[config.mk]
export PLATFORM = sky130hd
export DESIGN_NAME = tbac_timer
export DESIGN_NICKNAME = d
export VERILOG_FILES = /design/src/rtl/tbac_pkg.sv /design/src/rtl/tbac_tick_sel.sv /design/src/rtl/tbac_count_unit.sv /design/src/rtl/tbac_timer.sv
export VERILOG_INCLUDE_DIRS = /design/src /design/src/rtl
export SDC_FILE = /design/constraint.sdc
export NUM_CORES = 1
export LEC_CHECK = 0
export BUFFER_PORTS_ARGS = -buffer_cell sky130_fd_sc_hd__buf_2
export CORE_ASPECT_RATIO = 1.2
export CORE_MARGIN = 2
export CORE_UTILIZATION = 48
export CTS_CLUSTER_DIAMETER = 150
export DETAILED_ROUTE_END_ITERATION = 6
export MAX_ROUTING_LAYER = met4
export SETUP_SLACK_MARGIN = 0.2
export SYNTH_ARGS = -nofsm -noshare
export SYNTH_HDL_FRONTEND = slang
export SYNTH_SLANG_ARGS = --single-unit
[constraint.sdc]
create_clock -name CLK -period 7.95 [get_ports CLK]
set_input_delay 1.59 -clock CLK [delete_from_list [all_inputs] [get_ports CLK]]
set_output_delay 1.59 -clock CLK [all_outputs]
set_load 0.005 [all_outputs]
[src/rtl/tbac_consts.svh]
`ifndef TBAC_CONSTS_SVH
`define TBAC_CONSTS_SVH

// Byte locations on the 8-bit bus
`define TBAC_OFF_CTRL_A 4'h0
`define TBAC_OFF_CTRL_B 4'h1
`define TBAC_OFF_FLAGS 4'h2
`define TBAC_OFF_CNT_L 4'h4
`define TBAC_OFF_CNT_H 4'h5
`define TBAC_OFF_CMPA_L 4'h6
`define TBAC_OFF_CMPC_H 4'hb
`define TBAC_OFF_CAP_L 4'hc
`define TBAC_OFF_CAP_H 4'hd

// Field positions
`define TBAC_WGM_LO_LSB 0
`define TBAC_WGM_HI_LSB 3
`define TBAC_FLAG_OVF 0

// Reset values
`define TBAC_RST_BYTE 8'h00
`define TBAC_RST_WORD 16'h0000

// Clock source select codes
`define TBAC_CS_STOP 3'h0
`define TBAC_CS_DIV1 3'h1
`define TBAC_CS_DIV8 3'h2
`define TBAC_CS_DIV64 3'h3
`define TBAC_CS_DIV256 3'h4
`define TBAC_CS_DIV1024 3'h5
`define TBAC_CS_EXT_FALL 3'h6
`define TBAC_CS_EXT_RISE 3'h7

// Fixed count values
`define TBAC_MAX 16'hffff
`define TBAC_ZERO_COUNT_INDICATION 16'h0000
`define TBAC_TOP_8 16'h00ff
`define TBAC_TOP_9 16'h01ff
`define TBAC_TOP_10 16'h03ff

// Waveform mode codes
`define TBAC_WGM_NORMAL 4'h0
`define TBAC_WGM_PC8 4'h1
`define TBAC_WGM_PC9 4'h2
`define TBAC_WGM_PC10 4'h3
`define TBAC_WGM_CTC_A 4'h4
`define TBAC_WGM_FAST8 4'h5
`define TBAC_WGM_FAST9 4'h6
`define TBAC_WGM_FAST10 4'h7
`define TBAC_WGM_PFC_I 4'h8
`define TBAC_WGM_PFC_A 4'h9
`define TBAC_WGM_PC_I 4'ha
`define TBAC_WGM_PC_A 4'hb
`define TBAC_WGM_CTC_I 4'hc
`define TBAC_WGM_FAST_I 4'he
`define TBAC_WGM_FAST_A 4'hf

// Prescaler width
`define TBAC_PRE_W 10

`endif

[src/rtl/tbac_pkg.sv]
package tbac_pkg;
   typedef logic [7:0] tbac_byte_t;
   typedef logic [15:0] tbac_word_t;
   typedef logic [3:0] tbac_mode_t;
   typedef logic [2:0] tbac_cs_t;
   typedef logic [3:0] tbac_addr_t;
   // What the counter does on a cycle
   typedef enum {TBAC_ACT_HOLD, TBAC_ACT_LOAD, TBAC_ACT_CLEAR, TBAC_ACT_STEP} tbac_act_t;
endpackage

[src/rtl/tbac_tick_sel.sv]
`timescale 1ns/10ps
`include "tbac_consts.svh"

module tbac_tick_sel #(
   parameter int PRE_W = `TBAC_PRE_W
) (
   input wire logic clk,
   input wire logic rst_n,
   input wire tbac_pkg::tbac_cs_t cs,
   input wire logic ext_pin,
   output logic tick
);
   import tbac_pkg::*;

   logic ext_s1_r, ext_s1_nxt; // First sync stage, read by stage two only
   logic ext_s2_r, ext_s2_nxt; // Second sync stage
   logic ext_prev_r, ext_prev_nxt; // Previous synced level for edges
   logic [PRE_W-1:0] pre_r, pre_nxt; // Free-running prescaler

   // Next values and tick select
   always_comb begin
      ext_s1_nxt = ext_pin;
      ext_s2_nxt = ext_s1_r;
      ext_prev_nxt = ext_s2_r;
      pre_nxt = pre_r + 1'b1;
      unique case (cs)
         `TBAC_CS_STOP: tick = 1'b0; // No source, timer stopped
         `TBAC_CS_DIV1: tick = 1'b1;
         `TBAC_CS_DIV8: tick = &pre_r[2:0];
         `TBAC_CS_DIV64: tick = &pre_r[5:0];
         `TBAC_CS_DIV256: tick = &pre_r[7:0];
         `TBAC_CS_DIV1024: tick = &pre_r[9:0];
         `TBAC_CS_EXT_FALL: tick = ext_prev_r & ~ext_s2_r;
         `TBAC_CS_EXT_RISE: tick = ~ext_prev_r & ext_s2_r;
      endcase
   end

   // Registers only
   always_ff @(posedge clk) begin
      if (!rst_n) begin
         ext_s1_r <= 1'b0;
         ext_s2_r <= 1'b0;
         ext_prev_r <= 1'b0;
         pre_r <= '0;
      end else begin
         ext_s1_r <= ext_s1_nxt;
         ext_s2_r <= ext_s2_nxt;
         ext_prev_r <= ext_prev_nxt;
         pre_r <= pre_nxt;
      end
   end
endmodule

[src/rtl/tbac_count_unit.sv]
`timescale 1ns/10ps
`include "tbac_consts.svh"

module tbac_count_unit (
   input wire logic clk,
   input wire logic rst_n,
   input wire logic tick,
   input wire tbac_pkg::tbac_mode_t mode,
   input wire tbac_pkg::tbac_word_t cmp_a,
   input wire tbac_pkg::tbac_word_t cap,
   input wire logic load,
   input wire tbac_pkg::tbac_word_t load_val,
   output tbac_pkg::tbac_word_t count,
   output logic top_hit,
   output logic ovf_evt
);
   import tbac_pkg::*;

   tbac_word_t count_r, count_nxt; // The 16-bit counter
   logic up_r, up_nxt; // Direction for dual-slope modes
   tbac_word_t top_val; // Highest value of the sequence
   logic dual; // Up then down counting
   logic ctc; // Clear on top, overflow at MAX
   tbac_act_t act; // Chosen action this cycle

   // Top selection by mode
   always_comb begin
      dual = 1'b0;
      ctc = 1'b0;
      unique case (mode)
         `TBAC_WGM_PC8, `TBAC_WGM_FAST8: top_val = `TBAC_TOP_8;
         `TBAC_WGM_PC9, `TBAC_WGM_FAST9: top_val = `TBAC_TOP_9;
         `TBAC_WGM_PC10, `TBAC_WGM_FAST10: top_val = `TBAC_TOP_10;
         `TBAC_WGM_PFC_A, `TBAC_WGM_PC_A, `TBAC_WGM_FAST_A, `TBAC_WGM_CTC_A: top_val = cmp_a;
         `TBAC_WGM_PFC_I, `TBAC_WGM_PC_I, `TBAC_WGM_FAST_I, `TBAC_WGM_CTC_I: top_val = cap;
         default: top_val = `TBAC_MAX; // Normal and the reserved code
      endcase
      unique case (mode)
         `TBAC_WGM_PC8, `TBAC_WGM_PC9, `TBAC_WGM_PC10: dual = 1'b1;
         `TBAC_WGM_PFC_I, `TBAC_WGM_PFC_A, `TBAC_WGM_PC_I, `TBAC_WGM_PC_A: dual = 1'b1;
         `TBAC_WGM_NORMAL, `TBAC_WGM_CTC_A, `TBAC_WGM_CTC_I: ctc = 1'b1;
         default: dual = 1'b0;
      endcase
   end

   // Action and next count; a bus load beats any tick
   always_comb begin
      count_nxt = count_r;
      up_nxt = up_r;
      top_hit = (count_r == top_val);
      ovf_evt = 1'b0;
      if (load) begin
         act = TBAC_ACT_LOAD;
      end else if (!tick) begin
         act = TBAC_ACT_HOLD;
      end else if (!dual && count_r >= top_val) begin
         act = TBAC_ACT_CLEAR; // Also recovers if top moved below count
      end else begin
         act = TBAC_ACT_STEP;
      end
      unique case (act)
         TBAC_ACT_LOAD: count_nxt = load_val;
         TBAC_ACT_HOLD: count_nxt = count_r;
         TBAC_ACT_CLEAR: begin
            count_nxt = `TBAC_ZERO_COUNT_INDICATION;
            ovf_evt = ctc ? (count_r == `TBAC_MAX) : 1'b1;
         end
         TBAC_ACT_STEP: begin
            if (dual && up_r && count_r >= top_val) begin
               up_nxt = 1'b0;
            end else if (dual && !up_r && count_r == `TBAC_ZERO_COUNT_INDICATION) begin
               up_nxt = 1'b1;
               ovf_evt = 1'b1; // Dual slope overflows at zero_count_indication
            end
            if (!dual || up_nxt) begin
               count_nxt = count_r + 16'h0001;
            end else begin
               count_nxt = count_r - 16'h0001;
            end
         end
      endcase
   end

   // Registers only
   always_ff @(posedge clk) begin
      if (!rst_n) begin
         count_r <= `TBAC_RST_WORD;
         up_r <= 1'b1;
      end else begin
         count_r <= count_nxt;
         up_r <= up_nxt;
      end
   end

   assign count = count_r;
endmodule

[src/rtl/tbac_timer.sv]
`timescale 1ns/10ps
`include "tbac_consts.svh"

// Contract
// - One 8-bit holding register per timer
// - Holding register shared by all wide registers
// - Low-byte write loads holding plus data
// - Low-byte read copies upper byte to holding
// - Compare reads bypass the holding register
// - One upper write serves several lower writes
// - Clock select zero stops the counter
// - Counter clears, increments or decrements per tick
// - Indicate TOP at the mode's top value, ZERO_COUNT_INDICATION at zero
// - Counter accessible whether or not ticking
// - Bus write beats clear or count
// - Four-bit mode field split across controls
// - Overflow flag set where mode defines
// - Upper counter location reaches holding register
// - Maximum all ones, zero_count_indication all zeros
// - TOP fixed 8/9/10 bit, compare A, capture
module tbac_timer (
   input wire logic CLK,
   input wire logic RST_N,
   input wire tbac_pkg::tbac_addr_t ADDR,
   input wire logic WR_EN,
   input wire logic RD_EN,
   input wire tbac_pkg::tbac_byte_t WDATA,
   input wire logic EXT_COUNT_PIN,
   output tbac_pkg::tbac_byte_t RDATA,
   output logic TOP_INDICATION,
   output logic ZERO_COUNT_INDICATION,
   output logic OVERFLOW_FLAG
);
   import tbac_pkg::*;

   tbac_byte_t ctrl_a_r, ctrl_a_nxt; // timer_control_a
   tbac_byte_t ctrl_b_r, ctrl_b_nxt; // timer_control_b
   tbac_byte_t hold_r, hold_nxt; // Shared upper-byte holding register
   tbac_word_t cmp_r [3]; // compare_value_regs A, B, C
   tbac_word_t cmp_nxt [3];
   tbac_word_t cap_r, cap_nxt; // capture_value_reg
   logic ovf_r, ovf_nxt; // overflow_flag
   tbac_byte_t rdata_r, rdata_nxt; // Registered read answer
   logic top_ind_r, top_ind_nxt;
   logic zero_ind_r, zero_ind_nxt;

   tbac_mode_t wave_mode; // waveform_mode_field
   tbac_cs_t clock_source_select;
   logic timer_tick; // One-cycle tick from the source select
   tbac_word_t count_value;
   logic cnt_load; // Bus write to the counter low byte
   logic top_hit;
   logic ovf_evt;
   logic wr_lo;
   logic wr_hi;
   logic rd_lo;
   logic cap_writable;

   // Low locations are even, high locations odd, from the counter upward
   function automatic logic is_wide(input tbac_addr_t a);
      is_wide = (a >= `TBAC_OFF_CNT_L) && (a <= `TBAC_OFF_CAP_H);
   endfunction

   // Compare slot of a byte location
   function automatic logic [1:0] cmp_idx(input tbac_addr_t a);
      tbac_addr_t d;
      d = a - `TBAC_OFF_CMPA_L;
      cmp_idx = d[2:1];
   endfunction

   // Location is one of the compare bytes
   function automatic logic is_cmp(input tbac_addr_t a);
      is_cmp = (a >= `TBAC_OFF_CMPA_L) && (a <= `TBAC_OFF_CMPC_H);
   endfunction

   // Mode field split across both controls
   assign wave_mode = {ctrl_b_r[`TBAC_WGM_HI_LSB +: 2], ctrl_a_r[`TBAC_WGM_LO_LSB +: 2]};
   assign clock_source_select = ctrl_b_r[2:0];
   assign wr_lo = WR_EN && is_wide(ADDR) && !ADDR[0];
   assign wr_hi = WR_EN && is_wide(ADDR) && ADDR[0];
   assign rd_lo = RD_EN && !WR_EN && is_wide(ADDR) && !ADDR[0];
   assign cnt_load = wr_lo && ADDR == `TBAC_OFF_CNT_L;
   // Capture is only writable while it defines top
   assign cap_writable = (wave_mode == `TBAC_WGM_PFC_I) || (wave_mode == `TBAC_WGM_PC_I)
      || (wave_mode == `TBAC_WGM_CTC_I) || (wave_mode == `TBAC_WGM_FAST_I);

   tbac_tick_sel #(
      .PRE_W(`TBAC_PRE_W)
   ) u_tick (
      .clk(CLK),
      .rst_n(RST_N),
      .cs(clock_source_select),
      .ext_pin(EXT_COUNT_PIN),
      .tick(timer_tick)
   );

   // Holding plus written byte form the loaded value
   tbac_count_unit u_count (
      .clk(CLK),
      .rst_n(RST_N),
      .tick(timer_tick),
      .mode(wave_mode),
      .cmp_a(cmp_r[0]),
      .cap(cap_r),
      .load(cnt_load),
      .load_val({hold_r, WDATA}),
      .count(count_value),
      .top_hit(top_hit),
      .ovf_evt(ovf_evt)
   );

   // Bus writes to control, compare, capture and the holding register
   always_comb begin
      ctrl_a_nxt = ctrl_a_r;
      ctrl_b_nxt = ctrl_b_r;
      hold_nxt = hold_r;
      cap_nxt = cap_r;
      for (int i = 0; i < 3; i++) begin
         cmp_nxt[i] = cmp_r[i];
      end
      if (WR_EN && ADDR == `TBAC_OFF_CTRL_A) begin
         ctrl_a_nxt = WDATA;
      end
      if (WR_EN && ADDR == `TBAC_OFF_CTRL_B) begin
         ctrl_b_nxt = WDATA;
      end
      if (wr_hi) begin
         hold_nxt = WDATA; // Only the holding register changes
      end else if (rd_lo && !is_cmp(ADDR)) begin
         // Upper byte latched as the low byte goes out
         hold_nxt = (ADDR == `TBAC_OFF_CAP_L) ? cap_r[15:8] : count_value[15:8];
      end
      if (wr_lo && is_cmp(ADDR)) begin
         cmp_nxt[cmp_idx(ADDR)] = {hold_r, WDATA}; // Holding reused freely
      end
      if (wr_lo && ADDR == `TBAC_OFF_CAP_L && cap_writable) begin
         cap_nxt = {hold_r, WDATA};
      end
   end

   // Status: set wins over a write-one clear
   always_comb begin
      ovf_nxt = ovf_r;
      if (WR_EN && ADDR == `TBAC_OFF_FLAGS && WDATA[`TBAC_FLAG_OVF]) begin
         ovf_nxt = 1'b0;
      end
      if (ovf_evt) begin
         ovf_nxt = 1'b1;
      end
      top_ind_nxt = top_hit;
      zero_ind_nxt = (count_value == `TBAC_ZERO_COUNT_INDICATION);
   end

   // Read answer, one cycle after the strobe; unmapped reads zero
   always_comb begin
      rdata_nxt = rdata_r;
      if (RD_EN && !WR_EN) begin
         if (is_cmp(ADDR)) begin
            // Compare bytes straight out
            rdata_nxt = ADDR[0] ? cmp_r[cmp_idx(ADDR)][15:8] : cmp_r[cmp_idx(ADDR)][7:0];
         end else if (is_wide(ADDR) && ADDR[0]) begin
            rdata_nxt = hold_r; // Upper counter and capture locations
         end else if (ADDR == `TBAC_OFF_CNT_L) begin
            rdata_nxt = count_value[7:0];
         end else if (ADDR == `TBAC_OFF_CAP_L) begin
            rdata_nxt = cap_r[7:0];
         end else if (ADDR == `TBAC_OFF_CTRL_A) begin
            rdata_nxt = ctrl_a_r;
         end else if (ADDR == `TBAC_OFF_CTRL_B) begin
            rdata_nxt = ctrl_b_r;
         end else if (ADDR == `TBAC_OFF_FLAGS) begin
            rdata_nxt = {7'h00, ovf_r};
         end else begin
            rdata_nxt = 8'h00;
         end
      end
   end

   // Registers only; reset leaves the timer stopped
   always_ff @(posedge CLK) begin
      if (!RST_N) begin
         ctrl_a_r <= `TBAC_RST_BYTE;
         ctrl_b_r <= `TBAC_RST_BYTE;
         hold_r <= `TBAC_RST_BYTE;
         cap_r <= `TBAC_RST_WORD;
         for (int i = 0; i < 3; i++) begin
            cmp_r[i] <= `TBAC_RST_WORD;
         end
         ovf_r <= 1'b0;
         rdata_r <= `TBAC_RST_BYTE;
         top_ind_r <= 1'b0;
         zero_ind_r <= 1'b0;
      end else begin
         ctrl_a_r <= ctrl_a_nxt;
         ctrl_b_r <= ctrl_b_nxt;
         hold_r <= hold_nxt;
         cap_r <= cap_nxt;
         for (int i = 0; i < 3; i++) begin
            cmp_r[i] <= cmp_nxt[i];
         end
         ovf_r <= ovf_nxt;
         rdata_r <= rdata_nxt;
         top_ind_r <= top_ind_nxt;
         zero_ind_r <= zero_ind_nxt;
      end
   end

   assign RDATA = rdata_r;
   assign TOP_INDICATION = top_ind_r;
   assign ZERO_COUNT_INDICATION = zero_ind_r;
   assign OVERFLOW_FLAG = ovf_r;

   // Checks
   property p_hi_write_hold;
      @(posedge CLK) disable iff (!RST_N)
      (WR_EN && ADDR == `TBAC_OFF_CNT_H) |=> hold_r == $past(WDATA);
   endproperty
   a_hi_write_hold: assert property (p_hi_write_hold) else $error("upper write missed");

   property p_lo_write_load;
      @(posedge CLK) disable iff (!RST_N)
      (WR_EN && ADDR == `TBAC_OFF_CNT_L) |=> count_value == {$past(hold_r), $past(WDATA)};
   endproperty
   a_lo_write_load: assert property (p_lo_write_load) else $error("counter load wrong");

   property p_lo_read;
      @(posedge CLK) disable iff (!RST_N)
      (RD_EN && !WR_EN && ADDR == `TBAC_OFF_CNT_L)
      |=> hold_r == $past(count_value[15:8]) && RDATA == $past(count_value[7:0]);
   endproperty
   a_lo_read: assert property (p_lo_read) else $error("low read pairing wrong");

   property p_cmp_read;
      @(posedge CLK) disable iff (!RST_N)
      (RD_EN && !WR_EN && ADDR == `TBAC_OFF_CMPA_L + 4'h1)
      |=> RDATA == $past(cmp_r[0][15:8]) && $stable(hold_r);
   endproperty
   a_cmp_read: assert property (p_cmp_read) else $error("compare read used holding");

   property p_cap_hi_read;
      @(posedge CLK) disable iff (!RST_N)
      (RD_EN && !WR_EN && ADDR == `TBAC_OFF_CAP_H) |=> RDATA == $past(hold_r);
   endproperty
   a_cap_hi_read: assert property (p_cap_hi_read) else $error("capture upper read wrong");

   property p_stopped;
      @(posedge CLK) disable iff (!RST_N)
      (clock_source_select == `TBAC_CS_STOP && !cnt_load) |=> $stable(count_value);
   endproperty
   a_stopped: assert property (p_stopped) else $error("counter moved while stopped");

   property p_cmp_multi;
      @(posedge CLK) disable iff (!RST_N)
      (WR_EN && ADDR == `TBAC_OFF_CMPA_L + 4'h2) ##1 (WR_EN && ADDR == `TBAC_OFF_CMPA_L + 4'h4)
      |=> cmp_r[1][15:8] == cmp_r[2][15:8];
   endproperty
   a_cmp_multi: assert property (p_cmp_multi) else $error("shared upper byte lost");

   property p_zero_ind;
      @(posedge CLK) disable iff (!RST_N)
      (WR_EN && ADDR == `TBAC_OFF_CNT_L && hold_r == 8'h00 && WDATA == 8'h00)
      |=> ##1 ZERO_COUNT_INDICATION;
   endproperty
   a_zero_ind: assert property (p_zero_ind) else $error("zero indication missing");

   property p_ovf_set;
      @(posedge CLK) disable iff (!RST_N)
      ovf_evt |=> OVERFLOW_FLAG;
   endproperty
   a_ovf_set: assert property (p_ovf_set) else $error("overflow lost");

   property p_cnt_hi_read;
      @(posedge CLK) disable iff (!RST_N)
      (RD_EN && !WR_EN && ADDR == `TBAC_OFF_CNT_H) |=> RDATA == $past(hold_r);
   endproperty
   a_cnt_hi_read: assert property (p_cnt_hi_read) else $error("upper read wrong");

   property p_ovf_clear;
      @(posedge CLK) disable iff (!RST_N)
      (WR_EN && ADDR == `TBAC_OFF_FLAGS && WDATA[`TBAC_FLAG_OVF] && !ovf_evt) |=> !OVERFLOW_FLAG;
   endproperty
   a_ovf_clear: assert property (p_ovf_clear) else $error("overflow not cleared");

   property p_top_ind;
      @(posedge CLK) disable iff (!RST_N)
      top_hit |=> TOP_INDICATION;
   endproperty
   a_top_ind: assert property (p_top_ind) else $error("top indication missing");

   // No disable: this one watches reset itself
   property p_reset_clear;
      @(posedge CLK)
      !RST_N |=> count_value == `TBAC_RST_WORD && hold_r == `TBAC_RST_BYTE
         && clock_source_select == `TBAC_CS_STOP;
   endproperty
   a_reset_clear: assert property (p_reset_clear) else $error("reset left state");

   c_ovf: cover property (@(posedge CLK) disable iff (!RST_N) ovf_evt);
   c_top: cover property (@(posedge CLK) disable iff (!RST_N) TOP_INDICATION);
   c_load_tick: cover property (@(posedge CLK) disable iff (!RST_N) cnt_load && timer_tick);
endmodule

=== Yosys cells after proc, flatten, opt, wreduce, memory -nomap -nowiden ===
Memories as Yosys holds them, arrays and structs flattened.
Index checks and enable logic that the tools add are counted.

* Register bits after elaboration: 81
* Memory bits (writable): 48
* Output and inout port bits: 11
* Logic and storage cells: 153
* Memories: 1

* $add $sub $neg: 4
* $lt $le $gt $ge: 7
* Equal/unequal tests: 30
* Mux-type cells: 38
* Bitwise gates (word level): 8
* Reduce and logical (&&, ||, !) cells: 51

{| class="wikitable"
|+ Memory list
! memory !! words !! width !! read ports !! clocked after Yosys merged registers in !! wr ports !! RTL line !! RTL
|-
| cmp_r || 3 || 16 || 4 || 0 || 3 || tbac_timer.sv:39 || <nowiki>tbac_word_t cmp_r [3];</nowiki>
|}

{| class="wikitable"
|+ Operators by type and width
! cell !! count
|-
| 2-to-1 mux 16 bit || 5
|-
| 2-to-1 mux 8 bit || 10
|-
| case mux 16 bit (5 select lines) || 1
|-
| == test 32 x 2 -> 1 bit, second input constant || 2
|-
| 2-to-1 mux 32 bit || 2
|-
| bitwise mux 48 bit || 1
|-
| 2-to-1 mux 48 bit || 1
|-
| case mux 16 bit (3 select lines) || 1
|-
| demux 16 bit (select 2 bit) || 1
|-
| == test 32 x 1 -> 1 bit, second input constant || 1
|-
| == test 4 bit, second input constant || 8
|-
| zero test 32 bit || 1
|-
| logical AND 1 bit || 24
|-
| == test 4 x 3 -> 1 bit, second input constant || 5
|-
| adder 16 x 1 -> 16 bit, second input constant || 1
|-
| == test 16 bit || 1
|-
| == test 16 bit, second input constant || 1
|-
| >= comparator 16 bit || 1
|-
| zero test 16 bit || 1
|-
| subtractor 16 x 1 -> 16 bit, second input constant || 1
|-
| 2-to-1 mux 1 bit || 14
|-
| == test 3 bit, second input constant || 4
|-
| == test 4 x 2 -> 1 bit, second input constant || 3
|-
| adder 10 x 1 -> 10 bit, second input constant || 1
|-
| other kinds (27) || 47
|}

=== Longest topological paths before layout ===
* Depth in word-level cells: 13
* Mapped depth: 24
* Gate-level depth less buffers: 22

=== Modules after synthesis ===
A second synthesis with hierarchy kept.

* Cells, all modules: 950
* Area, all modules: 7836.3 um^2

{| class="wikitable"
|+ By module, submodules not included
! module !! instances !! cells an instance !! area each (um^2) !! seq. area each (um^2)
|-
| tbac_timer || 1 || 562 || 4947.2 || 1981.9
|-
| tbac_count_unit || 1 || 327 || 2328.5 || 340.3
|-
| tbac_tick_sel || 1 || 61 || 560.5 || 260.2
|}

=== Worst setup path after synthesis ===
Ideal clock, no wire load.

* Kind: register to register
* Start: register ctrl_b_r[4]
* End: register u_count.count_r[15] (netlist: u_count.count[15])
* Library setup time: 0.115 ns
* Data arrival time: 4.544 ns
* Required time: 7.835 ns
* Path slack: 3.291 ns
* Cell stages (with the launch flop): 22
* Path buffers: 1
* Clock period less this slack: 4.659 ns
* Cells stage by stage: dfxtp_1 > clkbuf_1 > nor2_1 > a21oi_1 > o22ai_1 > ha_1 > nor2b_1 > o211ai_1 > a2111oi_1 > a21oi_1 > and2_1 > a21o_1 > inv_2 > ha_1 > and3_1 > and3_4 > a2111oi_2 > o31ai_1 > a21o_1 > a21oi_1 > xnor2_1 > o21a_1

* Cells in the longest elaborated chain, start to end: 11

{| class="wikitable"
|+ Ends and longest elaborated chain
! item !! RTL line !! RTL
|-
| start, declared || tbac_timer.sv:37 || <nowiki>tbac_byte_t ctrl_b_r, ctrl_b_nxt;</nowiki>
|-
| start signal, assigned || tbac_timer.sv:183 || <nowiki>ctrl_b_r <= `TBAC_RST_BYTE;</nowiki>
|-
| start signal, assigned || tbac_timer.sv:195 || <nowiki>ctrl_b_r <= ctrl_b_nxt;</nowiki>
|-
| branches (longest 11 deep; another with >= comparator 16 bit) || -- ||
|-
| end signal, assigned || tbac_count_unit.sv:87 || <nowiki>count_r <= `TBAC_RST_WORD;</nowiki>
|-
| end signal, assigned || tbac_count_unit.sv:90 || <nowiki>count_r <= count_nxt;</nowiki>
|-
| end, declared || tbac_count_unit.sv:19 || <nowiki>tbac_word_t count_r, count_nxt;</nowiki>
|}

Parallel ways; which one is timed is not known. The select of a mux whose other input is x is not followed.
A chain may end at the register's enable or synchronous reset.

=== Final worst setup path ===
* Start: register ctrl_a_r[0]
* End: register u_count.count_r[15] (netlist: u_count.count[15])

* Cells in the longest elaborated chain, start to end: 11

{| class="wikitable"
|+ Ends and longest elaborated chain
! item !! RTL line !! RTL
|-
| start, declared || tbac_timer.sv:36 || <nowiki>tbac_byte_t ctrl_a_r, ctrl_a_nxt;</nowiki>
|-
| start signal, assigned || tbac_timer.sv:182 || <nowiki>ctrl_a_r <= `TBAC_RST_BYTE;</nowiki>
|-
| start signal, assigned || tbac_timer.sv:194 || <nowiki>ctrl_a_r <= ctrl_a_nxt;</nowiki>
|-
| branches (longest 11 deep; another with >= comparator 16 bit) || -- ||
|}

Parallel ways; which one is timed is not known. The select of a mux whose other input is x is not followed.

==> metrics.yaml <==
status:
  outcome: "complete, no violations"
finish:
  final_core_utilization_pct: 54.71
  diodes: 0
  drive_gt1_share_pct: 12.24
  layout.nets: 867
  stdcell_count: 1025
  post_synthesis_to_final_layout_area_growth_pct: 10.84
clock_network:
  cts_tree: "built"
  cts_buffer_depth: 2
  cts-root-buf: "sky130_fd_sc_hd__clkbuf_16"
  cts_num_sinks: 129
  cts-htree-levels: 4
  cts_hold_buf: 0
  cts_resized: 0
  post_cts_buffers: 0
  cts.clk_slew.worst_paths_ns: 0.06
  cts-buffers-inserted: 17
  clock_insertion_delay_worst_skew_ns: 0.42
timing:
  max_slew_margin_pct: 15.05
  final_min_period_over_clock_period_pct: 66.43
  finalSetupViolCount: 0
  timing.final.hold_violations: 0
  fmax_mhz: 189.4
  tightest_slew_ns: 1.266
  slew_viol_final: 0
  finalCriticalPeriod_ns: 5.281
  clock_skew_ns: 0.007667
  final_worst_path_setup_slack_ns: 2.669
  grt_setup_unrepaired: "false"
  tns_ns: 0
synthesis:
  synth.net_count: 869
  share_of_the_yosys_chip_area_belonging_to_registers_pct: 36.15
  synthDistinctLibCells: 69
  ys_ff_latch: 129
  cell_type_with_the_highest_aggregate_area_in_the_netlist: "sky130_fd_sc_hd__dfxtp_1"
  mappedNetlistArea_sq_um: 7144
  asyncSetResetFlopFracSynth_pct: 0
  ys.warnings.count: 0
  syn-instance-count: 815
  synth_enable_flop_cells: 0
  syn_avg_cell_area_sq_um: 8.766
  largest_cells_by_area_after_synthesis: "sky130_fd_sc_hd__dfxtp_1 (36%), sky130_fd_sc_hd__mux2i_1 (11%), sky130_fd_sc_hd__ha_1 (6.3%)"
  fraction_of_post_synthesis_cell_area_in_the_top_cell_type_by_area_pct: 36.15
  synthFlopType: "sky130_fd_sc_hd__dfxtp_1"
worst_setup_path:
  timing.critical_path.fanout_max: 15
  cp.arrival_ns: 5.59
  crit_required_ns: 8.26
  crit_path_start_kind: "flop"
  critical_path.endpoint_type: "flop"
  criticalPathCategory: "reg -> reg"
job:
  max-cap-violations: 0
drt:
  routed_wire_length_per_instance_um: 21.28
  drt_pass1_iterations: 5
  detail_route.iter0.violations: 503
  detail_route.wirelength_mm: 21.81
  antenna_violating_nets_post_route: 0
  drc: 0
  vias_per_cell: 6.042
  via_count: 6193
global_route:
  grt_start_max_net_pins: 67
  number_of_global_route_vias_before_repair: 6012
  grt_first_pass_wirelength_mm: 34.22
  overflow: 0
  grtUsageTotal_pct: 29.45
  antenna_found_initial: 0
hold_path:
  hp-class: "reg -> reg"
place:
  place_hpwl_mm: 15.65
  gpl.final_weighted_congestion: 0.9309
  place_inst: 994
  pre_cts_slack_ns: 2.753
  port_buffers: 27
die:
  std_cell_rows: 48
  start_util_pct: 49.36
  fp.coreArea_sq_um: 14470
  die_w_um: 115.4
  boundaryPins: 28
  dieArea_sq_um: 15880
  die_h_um: 137.6
power_and_ir_drop:
  p_leak_nw: 3.532
  vdd_ir_drop_max_uv: 132.4
  powerDensity_nw_per_um2: 197.2
logic make-up (layout without fill, tap and decap cells):
logic type / after synthesis / in the layout / share of synthesized area, %
buffers and inverters: 65 / 75 / 3.800
AO/OA/AOI/OAI: 199 / 199 / 18.65
AND/OR/NAND/NOR: 278 / 278 / 18.63
multiplexers: 91 / 91 / 14.22
adder cells (fa/ha/maj): 37 / 37 / 6.585
flip-flops: 129 / 129 / 36.15
XOR/XNOR: 16 / 16 / 1.962
stage by stage:
step | total power [mW] | cell area, sq um | hold slack, ns
floorplan | 0.7600 | 7144 | 0.4119
global placement | 0.7992 | 7338 | 0.4232
detailed placement | 0.8015 | 7338 | 0.4191
CTS | 1.570 | 7919 | 0.4442
global route | 1.609 | 7919 | 0.4478
finish | 1.562 | 7919 | 0.4458
flip-flops by register name (all words and copies together), names as in the netlist:
register and flops:
u_tick.ext_prev_r 1, TOP_INDICATION 1, u_tick.ext_s1_r 1, OVERFLOW_FLAG 1
cap_r 16, cmp_r 48, hold_r 8, RDATA 8
u_count.up_r 1, u_tick.ext_prev_nxt 1, ZERO_COUNT_INDICATION 1, ctrl_b_r 8
u_tick.pre_r 10, u_count.count 16, ctrl_a_r 8
cells in the mapped netlist, types with 9 or more instances:
master and number:
sky130_fd_sc_hd__o21ai_0 33, sky130_fd_sc_hd__nor3_1 10, sky130_fd_sc_hd__nand3_1 28, sky130_fd_sc_hd__inv_1 10
sky130_fd_sc_hd__a21oi_1 74, sky130_fd_sc_hd__mux2i_1 79, sky130_fd_sc_hd__dfxtp_1 129, sky130_fd_sc_hd__xor2_1 9
sky130_fd_sc_hd__clkbuf_1 39, sky130_fd_sc_hd__o211ai_1 17, sky130_fd_sc_hd__nor2_1 117, sky130_fd_sc_hd__nand4_1 11
sky130_fd_sc_hd__ha_1 36, sky130_fd_sc_hd__a221oi_1 11, sky130_fd_sc_hd__nand2_1 59
cell type report:
class | instances | area, sq um
fill | 1351 | 6555
clock inverter | 9 | 106.4
tap | 200 | 250.2
multi-input combinational | 621 | 4290
clock buffer | 22 | 474.2
sequential | 129 | 2582
timing repair buffer | 31 | 165.2
inverter | 13 | 50.05
critical path, stage by stage, from the launching register on:
cell,delay (ns)
sky130_fd_sc_hd__dfxtp_1,0.58
sky130_fd_sc_hd__clkinv_1,0.43
sky130_fd_sc_hd__nand2_1,0.37
sky130_fd_sc_hd__o22ai_1,0.13
sky130_fd_sc_hd__ha_1,0.33
sky130_fd_sc_hd__nor2b_1,0.13
sky130_fd_sc_hd__o211ai_1,0.10
sky130_fd_sc_hd__a2111oi_1,0.34
sky130_fd_sc_hd__a21oi_1,0.13
sky130_fd_sc_hd__and2_1,0.20
sky130_fd_sc_hd__a21o_1,0.21
sky130_fd_sc_hd__inv_2,0.23
sky130_fd_sc_hd__ha_1,0.35
sky130_fd_sc_hd__and3_1,0.23
sky130_fd_sc_hd__and3_4,0.19
sky130_fd_sc_hd__a2111oi_2,0.40
sky130_fd_sc_hd__o31ai_1,0.18
sky130_fd_sc_hd__a21o_1,0.20
sky130_fd_sc_hd__a21oi_1,0.18
sky130_fd_sc_hd__xnor2_1,0.10
sky130_fd_sc_hd__o21a_1,0.17
cells in the final DEF (no fill, tap or decap), types with 7 or more instances in the layout:
cell type                   synthesis  final
sky130_fd_sc_hd__dfxtp_1          129    129
sky130_fd_sc_hd__nor2_1           117    117
sky130_fd_sc_hd__mux2i_1           79     79
sky130_fd_sc_hd__a21oi_1           74     74
sky130_fd_sc_hd__nand2_1           59     59
sky130_fd_sc_hd__ha_1              36     36
sky130_fd_sc_hd__o21ai_0           33     33
sky130_fd_sc_hd__nand3_1           28     28
sky130_fd_sc_hd__buf_2              7     27
sky130_fd_sc_hd__o211ai_1          17     17
sky130_fd_sc_hd__clkbuf_16          0     17
sky130_fd_sc_hd__nand4_1           11     11
sky130_fd_sc_hd__a221oi_1          11     11
sky130_fd_sc_hd__inv_1             10     10
sky130_fd_sc_hd__nor3_1            10     10
sky130_fd_sc_hd__xor2_1             9      9
sky130_fd_sc_hd__a222oi_1           8      8
sky130_fd_sc_hd__mux4_2             8      8
sky130_fd_sc_hd__and2_1             7      7
sky130_fd_sc_hd__a21o_1             7      7
sky130_fd_sc_hd__o22ai_1            7      7
sky130_fd_sc_hd__xnor2_1            7      7
where the power goes:
part | internal, mW | switching (mW) | leakage, nW
Clock | 0.483 | 0.290 | 0.278
Combinational | 0.0371 | 0.0751 | 2.21
Sequential | 0.659 | 0.0181 | 1.04
layer usage:
metal	vias to the layer above	GRT usage, %	share of wire [%]
met2	174	48.05	49
met3	31	4.795	3.7
met1	3013	36.69	46
met4	0	10.91	2.2
met5	-	-	0
li1	2975	-	-
worst paths after layout:
path	startpoint	to	slack, ns	cells past startpoint
setup / recovery	ctrl_a_r[0]	u_count.count[15]	2.67	20
hold / removal	u_tick.ext_s1_r	u_tick.ext_prev_nxt	0.45	1
setup reg to reg	ctrl_a_r[0]	u_count.count[15]	2.67	20
hold reg to reg	u_tick.ext_s1_r	u_tick.ext_prev_nxt	0.45	1
Note: power is estimated with default switching activity, not from simulation.
